### src/hw/rss_defs.svh
// constants for the rotate, subtract and skip datapath
//==============================================================
// Contract
// - rotate right through carry: acc gets mem>>1 with old carry on top, carry gets bit0.
// - rotate through carry changes only the carry flag.
// - subtract with borrow is acc + ~mem + carry, to acc or memory, four flags.
// - plain subtract is acc + ~mem + 1, to acc or memory, four flags.
// - immediate subtract is acc + ~imm + 1 into acc, four flags.
// - a met skip discards the prefetched instruction, taking two cycles instead of one.
// - decrement-skip writes mem-1 to memory, skips on zero, no flags.
// - decrement-to-acc-skip loads acc with mem-1, memory kept, skips on zero.
// - increment-skip writes mem+1 to memory, skips on zero, no flags.
// - increment-to-acc-skip loads acc with mem+1, memory kept, skips on zero.
// - byte set writes all ones to memory, no flags.
// - bit set forces the selected bit to one, other bits and flags kept.
// - skip-if-bit-nonzero skips when the selected bit is one, nothing modified.
// - nibble swap exchanges the two nibbles of the memory byte in place.
// - nibble swap to acc writes swapped byte into acc, memory kept.
// - skip-if-byte-zero skips when the byte is zero, nothing modified.
// - copy-and-skip copies mem into acc and skips when it is zero.
`ifndef RSS_DEFS_SVH
`define RSS_DEFS_SVH
`define RSS_ACC_RST    8'h00
`define RSS_FLAG_RST   4'h0
`define RSS_ALL_ONES   8'hFF
`define RSS_SKIP_CYCLES 2
`endif

### src/hw/rss_pkg.sv
// types of the rotate, subtract and skip datapath
package rss_pkg;
    typedef enum logic [3:0] {
        OP_NONE      = 4'h0,
        OP_ROT_CARRY_ACC  = 4'h1,
        OP_BORROW_SUB_ACC = 4'h2,
        OP_BORROW_SUB_MEM = 4'h3,
        OP_SUB_A     = 4'h4,
        OP_SUB_M     = 4'h5,
        OP_SUB_IMM   = 4'h6,
        OP_DEC_SKIP  = 4'h7,
        OP_DECA_SKIP = 4'h8,
        OP_INC_SKIP  = 4'h9,
        OP_INCA_SKIP = 4'hA,
        OP_SET_BYTE  = 4'hB,
        OP_SET_BIT   = 4'hC,
        OP_BIT_NZ    = 4'hD,
        OP_SWAP_M    = 4'hE,
        OP_SWAP_A    = 4'hF
    } op_t;
    // extra ops do not fit four bits, so a second select marks the two zero tests
    typedef enum logic [1:0] {
        ZT_NONE = 2'h0,
        ZT_BYTE = 2'h1,
        ZT_COPY = 2'h2
    } ztest_t;
    typedef struct packed {
        logic signed_wrap_flag;
        logic z;
        logic half_carry_flag;
        logic c;
    } flags_t;
    typedef struct packed {
        logic       valid;
        op_t        op;
        ztest_t     zt;
        logic [2:0] bit_sel;
        logic [7:0] mem;
        logic [7:0] imm;
    } issue_t;
endpackage

### src/hw/rss_datapath.sv
// execution datapath for rotate, subtract, set, swap and skip ops
`timescale 1ns/10ps
`include "rss_defs.svh"
module rss_datapath
    import rss_pkg::*;
(
    input  wire logic   clk_i,
    input  wire logic   arst_n_i,
    input  wire issue_t issue_i,
    output logic [7:0]  acc_o,
    output flags_t      flags_o,
    output logic        mem_we_o,
    output logic [7:0]  mem_wdata_o,
    output logic        discard_o,
    output logic        busy_o
);
    //==============================================================
    // architectural state
    logic [7:0] acc_reg;
    logic [7:0] acc_next;
    flags_t     flags_reg;
    flags_t     flags_next;
    logic       mem_we_reg;
    logic [7:0] mem_wdata_reg;
    logic       discard_reg;
    logic       dummy_reg;

    //==============================================================
    // decode; a slot issued during the dummy cycle is dropped, since the
    // pipeline has already thrown away the instruction that sat in it
    wire logic go        = issue_i.valid && !dummy_reg;
    wire logic is_rot    = go && issue_i.zt == ZT_NONE && issue_i.op == OP_ROT_CARRY_ACC;
    wire logic is_bsub   = go && issue_i.zt == ZT_NONE &&
                           (issue_i.op == OP_BORROW_SUB_ACC || issue_i.op == OP_BORROW_SUB_MEM);
    wire logic is_sub    = go && issue_i.zt == ZT_NONE &&
                           (issue_i.op == OP_SUB_A || issue_i.op == OP_SUB_M || issue_i.op == OP_SUB_IMM);
    wire logic is_arith  = is_bsub || is_sub;
    wire logic to_mem_ar = issue_i.op == OP_BORROW_SUB_MEM || issue_i.op == OP_SUB_M;
    wire logic zt_any    = go && issue_i.zt != ZT_NONE;
    wire logic plain     = go && issue_i.zt == ZT_NONE;

    //==============================================================
    // subtract as add of the inverse; carry set means no borrow
    // split in two nibbles so the half carry falls out without a second adder
    wire logic [7:0] sub_opnd = (issue_i.op == OP_SUB_IMM) ? issue_i.imm : issue_i.mem;
    wire logic       cin      = is_bsub ? flags_reg.c : 1'b1;
    wire logic [4:0] lo_sum   = {1'b0, acc_reg[3:0]} + {1'b0, ~sub_opnd[3:0]} + {4'h0, cin};
    wire logic [4:0] hi_sum   = {1'b0, acc_reg[7:4]} + {1'b0, ~sub_opnd[7:4]} + {4'h0, lo_sum[4]};
    wire logic [7:0] diff     = {hi_sum[3:0], lo_sum[3:0]};
    wire logic       diff_wrap = (acc_reg[7] == ~sub_opnd[7]) && (diff[7] != acc_reg[7]);

    //==============================================================
    // unary results
    wire logic [7:0] dec_val  = issue_i.mem - 8'h01;
    wire logic [7:0] inc_val  = issue_i.mem + 8'h01;
    wire logic [7:0] swap_val = {issue_i.mem[3:0], issue_i.mem[7:4]};
    wire logic [7:0] rot_val  = {flags_reg.c, issue_i.mem[7:1]};
    wire logic [7:0] bit_mask = 8'h01 << issue_i.bit_sel;
    wire logic       sel_bit  = |(issue_i.mem & bit_mask);

    //==============================================================
    // skip condition, only for the skip family
    logic skip;
    always_comb begin
        skip = 1'b0;
        if (zt_any) begin
            skip = (issue_i.mem == 8'h00);
        end else if (plain) begin
            unique case (issue_i.op)
                OP_DEC_SKIP, OP_DECA_SKIP: skip = (dec_val == 8'h00);
                OP_INC_SKIP, OP_INCA_SKIP: skip = (inc_val == 8'h00);
                OP_BIT_NZ:                 skip = sel_bit;
                default:                   skip = 1'b0;
            endcase
        end
    end

    //==============================================================
    // next accumulator, memory write and flags
    // only the subtract family and the rotate touch the flag register
    logic       we_next;
    logic [7:0] wd_next;
    always_comb begin
        acc_next   = acc_reg;
        flags_next = flags_reg;
        we_next    = 1'b0;
        wd_next    = 8'h00;
        if (zt_any) begin
            if (issue_i.zt == ZT_COPY) begin
                acc_next = issue_i.mem;
            end
        end else if (plain) begin
            unique case (issue_i.op)
                OP_ROT_CARRY_ACC: begin
                    acc_next     = rot_val;
                    flags_next.c = issue_i.mem[0];
                end
                OP_BORROW_SUB_ACC, OP_BORROW_SUB_MEM, OP_SUB_A, OP_SUB_M, OP_SUB_IMM: begin
                    flags_next.signed_wrap_flag = diff_wrap;
                    flags_next.z                = (diff == 8'h00);
                    flags_next.half_carry_flag  = lo_sum[4];
                    flags_next.c                = hi_sum[4];
                    if (to_mem_ar) begin
                        we_next = 1'b1;
                        wd_next = diff;
                    end else begin
                        acc_next = diff;
                    end
                end
                OP_DEC_SKIP: begin
                    we_next = 1'b1;
                    wd_next = dec_val;
                end
                OP_DECA_SKIP: begin
                    acc_next = dec_val;
                end
                OP_INC_SKIP: begin
                    we_next = 1'b1;
                    wd_next = inc_val;
                end
                OP_INCA_SKIP: begin
                    acc_next = inc_val;
                end
                OP_SET_BYTE: begin
                    we_next = 1'b1;
                    wd_next = `RSS_ALL_ONES;
                end
                OP_SET_BIT: begin
                    we_next = 1'b1;
                    wd_next = issue_i.mem | bit_mask;
                end
                OP_SWAP_M: begin
                    we_next = 1'b1;
                    wd_next = swap_val;
                end
                OP_SWAP_A: begin
                    acc_next = swap_val;
                end
                default: begin
                    acc_next = acc_reg;
                end
            endcase
        end
    end

    //==============================================================
    // state registers; dummy marks the inserted second cycle
    always_ff @(posedge clk_i or negedge arst_n_i) begin
        if (!arst_n_i) begin
            acc_reg       <= `RSS_ACC_RST;
            flags_reg     <= `RSS_FLAG_RST;
            mem_we_reg    <= 1'b0;
            mem_wdata_reg <= 8'h00;
            discard_reg   <= 1'b0;
            dummy_reg     <= 1'b0;
        end else begin
            acc_reg       <= acc_next;
            flags_reg     <= flags_next;
            mem_we_reg    <= we_next;
            mem_wdata_reg <= wd_next;
            discard_reg   <= skip;
            dummy_reg     <= skip;
        end
    end

    assign acc_o       = acc_reg;
    assign flags_o     = flags_reg;
    assign mem_we_o    = mem_we_reg;
    assign mem_wdata_o = mem_wdata_reg;
    assign discard_o   = discard_reg;
    assign busy_o      = dummy_reg;

    //==============================================================
    // checks on the rotate
    rot_carry_a: assert property (@(posedge clk_i) disable iff (!arst_n_i)
        is_rot |=> acc_reg == {$past(flags_reg.c), $past(issue_i.mem[7:1])} && flags_reg.c == $past(issue_i.mem[0]))
        else $error("rotate through carry result wrong");
    rot_flags_a: assert property (@(posedge clk_i) disable iff (!arst_n_i)
        is_rot |=> flags_reg.signed_wrap_flag == $past(flags_reg.signed_wrap_flag)
            && flags_reg.z == $past(flags_reg.z)
            && flags_reg.half_carry_flag == $past(flags_reg.half_carry_flag) && !mem_we_reg)
        else $error("rotate changed other flags");

    //==============================================================
    // checks on the subtract family, worked out from the operands, plus the result sign for the signed wrap
    sub_carry_a: assert property (@(posedge clk_i) disable iff (!arst_n_i)
        (is_sub && issue_i.op == OP_SUB_A) |=> flags_reg.c == ($past(acc_reg) >= $past(issue_i.mem)))
        else $error("subtract borrow flag wrong");
    sub_result_a: assert property (@(posedge clk_i) disable iff (!arst_n_i)
        (is_sub && issue_i.op == OP_SUB_A) |=> acc_reg == $past(acc_reg) - $past(issue_i.mem) && !mem_we_reg)
        else $error("subtract to acc result wrong");
    sub_mem_a: assert property (@(posedge clk_i) disable iff (!arst_n_i)
        (is_sub && issue_i.op == OP_SUB_M) |=> mem_we_reg && acc_reg == $past(acc_reg)
            && mem_wdata_reg == $past(acc_reg) - $past(issue_i.mem))
        else $error("subtract to memory wrong");
    sub_imm_a: assert property (@(posedge clk_i) disable iff (!arst_n_i)
        (is_sub && issue_i.op == OP_SUB_IMM) |=> acc_reg == $past(acc_reg) - $past(issue_i.imm)
            && flags_reg.c == ($past(acc_reg) >= $past(issue_i.imm)))
        else $error("immediate subtract wrong");
    sbc_acc_a: assert property (@(posedge clk_i) disable iff (!arst_n_i)
        (is_bsub && issue_i.op == OP_BORROW_SUB_ACC) |=> !mem_we_reg
            && acc_reg == $past(acc_reg) + ~$past(issue_i.mem) + $past(flags_reg.c))
        else $error("borrow subtract to acc wrong");
    sbc_mem_a: assert property (@(posedge clk_i) disable iff (!arst_n_i)
        (is_bsub && issue_i.op == OP_BORROW_SUB_MEM) |=> mem_we_reg && acc_reg == $past(acc_reg))
        else $error("borrow subtract to memory touched acc");
    half_borrow_a: assert property (@(posedge clk_i) disable iff (!arst_n_i)
        (is_sub && issue_i.op == OP_SUB_A) |=> flags_reg.half_carry_flag == ($past(acc_reg[3:0]) >= $past(issue_i.mem[3:0]))
            && flags_reg.z == ($past(acc_reg) == $past(issue_i.mem)))
        else $error("half carry or zero flag wrong");
    signed_wrap_a: assert property (@(posedge clk_i) disable iff (!arst_n_i)
        (is_sub && issue_i.op == OP_SUB_A) |=> flags_reg.signed_wrap_flag ==
            (($past(acc_reg[7]) != $past(issue_i.mem[7])) && (acc_reg[7] != $past(acc_reg[7]))))
        else $error("signed wrap flag wrong");

    //==============================================================
    // checks on the skip timing
    skip_two_a: assert property (@(posedge clk_i) disable iff (!arst_n_i)
        skip |=> discard_o ##1 !discard_o)
        else $error("skip did not take exactly two cycles");
    noskip_one_a: assert property (@(posedge clk_i) disable iff (!arst_n_i)
        (go && !skip) |=> !discard_o)
        else $error("unmet skip stalled");
    dummy_drop_a: assert property (@(posedge clk_i) disable iff (!arst_n_i)
        busy_o |=> !mem_we_reg && acc_reg == $past(acc_reg) && flags_reg == $past(flags_reg))
        else $error("issue in dummy cycle was executed");

    //==============================================================
    // checks on the counting skips, set, swap and test ops
    dec_skip_a: assert property (@(posedge clk_i) disable iff (!arst_n_i)
        (plain && issue_i.op == OP_DEC_SKIP) |=> mem_we_reg && mem_wdata_reg == $past(issue_i.mem) - 8'h01
            && discard_o == ($past(issue_i.mem) == 8'h01) && flags_reg == $past(flags_reg))
        else $error("decrement skip wrong");
    dec_acc_a: assert property (@(posedge clk_i) disable iff (!arst_n_i)
        (plain && issue_i.op == OP_DECA_SKIP) |=> !mem_we_reg && acc_reg == $past(issue_i.mem) - 8'h01
            && discard_o == ($past(issue_i.mem) == 8'h01) && flags_reg == $past(flags_reg))
        else $error("decrement to acc wrong");
    inc_skip_a: assert property (@(posedge clk_i) disable iff (!arst_n_i)
        (plain && issue_i.op == OP_INC_SKIP) |=> mem_we_reg && mem_wdata_reg == $past(issue_i.mem) + 8'h01
            && discard_o == ($past(issue_i.mem) == 8'hFF) && flags_reg == $past(flags_reg))
        else $error("increment skip wrong");
    inc_acc_a: assert property (@(posedge clk_i) disable iff (!arst_n_i)
        (plain && issue_i.op == OP_INCA_SKIP) |=> !mem_we_reg && acc_reg == $past(issue_i.mem) + 8'h01)
        else $error("increment to acc wrong");
    set_byte_a: assert property (@(posedge clk_i) disable iff (!arst_n_i)
        (plain && issue_i.op == OP_SET_BYTE) |=> mem_we_reg && mem_wdata_reg == 8'hFF
            && flags_reg == $past(flags_reg))
        else $error("byte set wrong");
    set_bit_a: assert property (@(posedge clk_i) disable iff (!arst_n_i)
        (plain && issue_i.op == OP_SET_BIT) |=> mem_we_reg
            && mem_wdata_reg == ($past(issue_i.mem) | (8'h01 << $past(issue_i.bit_sel))))
        else $error("bit set wrong");
    bit_skip_a: assert property (@(posedge clk_i) disable iff (!arst_n_i)
        (plain && issue_i.op == OP_BIT_NZ) |=> !mem_we_reg
            && discard_o == $past(issue_i.mem[issue_i.bit_sel]))
        else $error("bit test skip wrong");
    swap_mem_a: assert property (@(posedge clk_i) disable iff (!arst_n_i)
        (plain && issue_i.op == OP_SWAP_M) |=> mem_we_reg
            && mem_wdata_reg == {$past(issue_i.mem[3:0]), $past(issue_i.mem[7:4])})
        else $error("nibble swap in memory wrong");
    swap_acc_a: assert property (@(posedge clk_i) disable iff (!arst_n_i)
        (plain && issue_i.op == OP_SWAP_A) |=> !mem_we_reg
            && acc_reg == {$past(issue_i.mem[3:0]), $past(issue_i.mem[7:4])})
        else $error("nibble swap to acc wrong");
    zero_skip_a: assert property (@(posedge clk_i) disable iff (!arst_n_i)
        (zt_any && issue_i.zt == ZT_BYTE) |=> !mem_we_reg && acc_reg == $past(acc_reg)
            && discard_o == ($past(issue_i.mem) == 8'h00))
        else $error("byte zero skip wrong");
    copy_skip_a: assert property (@(posedge clk_i) disable iff (!arst_n_i)
        (zt_any && issue_i.zt == ZT_COPY) |=> acc_reg == $past(issue_i.mem) && !mem_we_reg)
        else $error("copy and skip wrong");
endmodule

### config.mk
export PLATFORM = sky130hd
export DESIGN_NAME = rss_datapath
export DESIGN_NICKNAME = d
export VERILOG_FILES = /design/src/hw/rss_pkg.sv /design/src/hw/rss_datapath.sv
export VERILOG_INCLUDE_DIRS = /design/src /design/src/hw
export SDC_FILE = /design/constraint.sdc
export NUM_CORES = 1
export LEC_CHECK = 0
export BUFFER_PORTS_ARGS = -buffer_cell sky130_fd_sc_hd__buf_4
export CORE_MARGIN = 2
export CORE_UTILIZATION = 56
export CTS_CLUSTER_SIZE = 25
export DETAILED_ROUTE_END_ITERATION = 8
export PLACE_DENSITY = 0.77
export SETUP_SLACK_MARGIN = 0.1
export SLEW_MARGIN = 20
export SYNTH_ARGS = -nofsm -noshare
export SYNTH_HDL_FRONTEND = slang
export SYNTH_SLANG_ARGS = --single-unit
### constraint.sdc
create_clock -name clk_i -period 10.25 [get_ports clk_i]
set_clock_uncertainty 0.05 [all_clocks]
set_input_delay 1.5375 -clock clk_i [delete_from_list [all_inputs] [get_ports clk_i]]
set_output_delay 1.5375 -clock clk_i [all_outputs]
set_load 0.01 [all_outputs]
==> results.sh <==
export IMPL_status="complete, no violations"
export IMPL_grt_total_usage_pct=34.6
export IMPL_syn_to_final_growth_pct=14.2
export IMPL_setup_tns_ps=0
export IMPL_synth_edf_count=0
export IMPL_die_x_um=73.3
export IMPL_drtPass1Iterations=6
export IMPL_grt_pass1_wl_um=14200
export IMPL_via_per_inst=6.99
export IMPL_num_rows=25
export IMPL_min_period_ps=5590
export IMPL_synthTopCellsByArea="dfrtp_1, xnor2_1, nand2_1"
export IMPL_synth_top_area_share_pct=20.5
export IMPL_die_area_um2=5370
export IMPL_fillCellCount=429
export IMPL_setup_slack_ps=4660
export IMPL_clock_sinks=22
export IMPL_worstPathMaxFanout=22
export IMPL_routed_top_layer="met4"
export IMPL_synth_top_area_cell="dfrtp_1"
export IMPL_post_place_ws_ps=4470
export IMPL_wirelength_um=9210
export IMPL_final_hold_violation_count=0
export IMPL_grt_pass1_vias=2700
export IMPL_cts_buffers_inserted=3
export IMPL_power_density_nw_per_um2=127
export IMPL_period_share_pct=54.5
export IMPL_place_area_um2=3000
export IMPL_drv_cap=0
export IMPL_hold_buffers=0
export IMPL_postCtsSetupBuffers=0
export IMPL_start_util_pct=57.7
export IMPL_fmax_ghz=0.179
export IMPL_cts_tree="done"
export IMPL_min_path_type="reg2reg"
export IMPL_slew_headroom_pct=41.4
export IMPL_drive_gt1_share_pct=18.5
export IMPL_antenna_found_initial=0
export IMPL_irDropWorstVdd_uv=77.8
export IMPL_met1_length_um=3830
export IMPL_first_iter_violations=530
export IMPL_maxSlewViolCount=0
export IMPL_async_reset_ff_share_pct=100
export IMPL_synthFlopType="dfrtp_1"
export IMPL_final_common_cell="buf_4"
export IMPL_synthesis_nets=393
export IMPL_synth_area_um2=2690
export IMPL_grt_max_degree=37
export IMPL_ys_ff_latch=22
export IMPL_nets=421
export IMPL_wl_met2_um=3990
export IMPL_rsz0062_at_grt="no"
export IMPL_ios=51
export IMPL_tightest_slew_ps=875
export IMPL_crit_path_end_kind="flop"
export IMPL_setup_violations=0
export IMPL_synthCells=351
export IMPL_timing_hold_ws_ps=455
export IMPL_crit_path_start_kind="input port"
export IMPL_htreeDepth=1
export IMPL_yosysSeqAreaShare_pct=20.5
export IMPL_antenna_left=0
export IMPL_clock_path_buffers=2
export IMPL_die_height_um=73.3
export IMPL_fin_cells=432
export IMPL_drc=0
export IMPL_arrival_ps=5760
export IMPL_cp_required_ps=10420
export IMPL_leakagePower_uw=0.00127
export IMPL_final_cell_mix="buf_4, nand2_1, nor2_1, a21oi_1"
export IMPL_path_class="in2reg"
export IMPL_root_buffer="clkbuf_8"
export IMPL_cts_resized=0
export IMPL_syn_area_per_cell_um2=7.66
export IMPL_fin_area_um2=3070
export IMPL_finalWeightedCongestion=0.998
export IMPL_synth_warnings=0
export IMPL_port_buffers=50
export IMPL_core_area_um2=4660
export IMPL_wl_per_cell_um=21.3
export IMPL_yosysUniqueCellTypes=65
export IMPL_vias=3020
export IMPL_dp_hpwl_um=6910
export IMPL_insertion_delay_ps=270
export IMPL_route_met3_wl_um=1070
export IMPL_n_antenna_cell=0
export IMPL_grt_overflow=0
export IMPL_clkSlewWorstSetupHoldPaths_ps=90
export IMPL_dp_cells=428
-- cell type report --
class	count	area (µm²)	share of cell area [%]
multi-input cells	287	1950	63.5
inverters	15	56.3	1.83
repair buffers	50	375	12.2
well taps	54	67.6	2.20
flip-flops and latches	22	551	17.9
clock inverters	1	30.0	0.978
clock buffers	3	41.3	1.34
-- sequential cells by signal, summed over array words and instances (netlist names) --
name	cells
mem_we_o	1
busy_o	1
mem_wdata_o	8
flags_o	4
acc_o	8
-- cells in the mapped netlist (all sizes together), types with 4 or more instances --
master and instances:
nand2 35, nor2 33, o21ai 29, a21oi 24, dfrtp 22, buf 18, inv 15, xnor2 15
nand3 13, nor3 13, a31oi 10, ha 10, clkbuf 9, a22oi 8, nand2b 6, nor3b 6
a221oi 5, mux2i 5, nor4 5, xor2 5, a21o 4, a22o 4, fa 4, o41ai 4
-- power breakdown --
part / total (µW) / switching (µW) / internal (µW)
clock: 85.2 / 33.0 / 52.3
combinational: 195 / 115 / 79.2
sequential: 111 / 11.8 / 98.9
-- through the flow --
step                power, µW  utilization, %
floorplan                 233               -
finish                    391            65.9
global route              409            65.9
CTS                       385            65.9
global placement          299            64.3
detailed placement        301            64.3
-- worst paths after layout --
| path | from | to | slack (ps) | cells after the start |
|---|---|---|---|---|
| max | issue_i[21] | acc_o[6] | 4660 | 17 |
| min reg2reg | flags_o[3] | flags_o[3] | 450 | 2 |
| max reg2reg | busy_o | acc_o[6] | 5920 | 16 |
| max in group asynchronous | arst_n_i | busy_o | 8830 | 1 |
| min in group asynchronous | arst_n_i | mem_wdata_o[2] | 1090 | 1 |
| min | flags_o[3] | flags_o[3] | 450 | 2 |
-- per-layer routing --
metal	track usage, %	up-vias
li1	-	1351
met1	49.8	1403
met2	50.6	230
met3	8.37	36
met4	11.5	0
met5	0	-
-- critical path: stages --
cell	delay [ps]
buf_4	190
inv_1	210
nand2_1	100
nor2_1	680
o21ai_0	250
fa_1	470
fa_1	410
inv_1	70
a21o_1	100
a21oi_1	90
fa_1	440
inv_1	80
fa_1	190
xor2_1	320
a221oi_1	180
a311oi_1	300
a21o_1	130
-- kinds of logic after synthesis --
group | count (synthesis) | share of synthesized area, %
xor gates and xnor gates | 20 | 6.52
muxes | 8 | 3.96
and+or+nand+nor | 132 | 26.0
AOI/OAI and AO/OA | 113 | 28.4
buffers and inverters | 42 | 6.98
adders and majority gates | 14 | 7.64
DFF | 22 | 20.5
(Power assumes the default switching activity.)
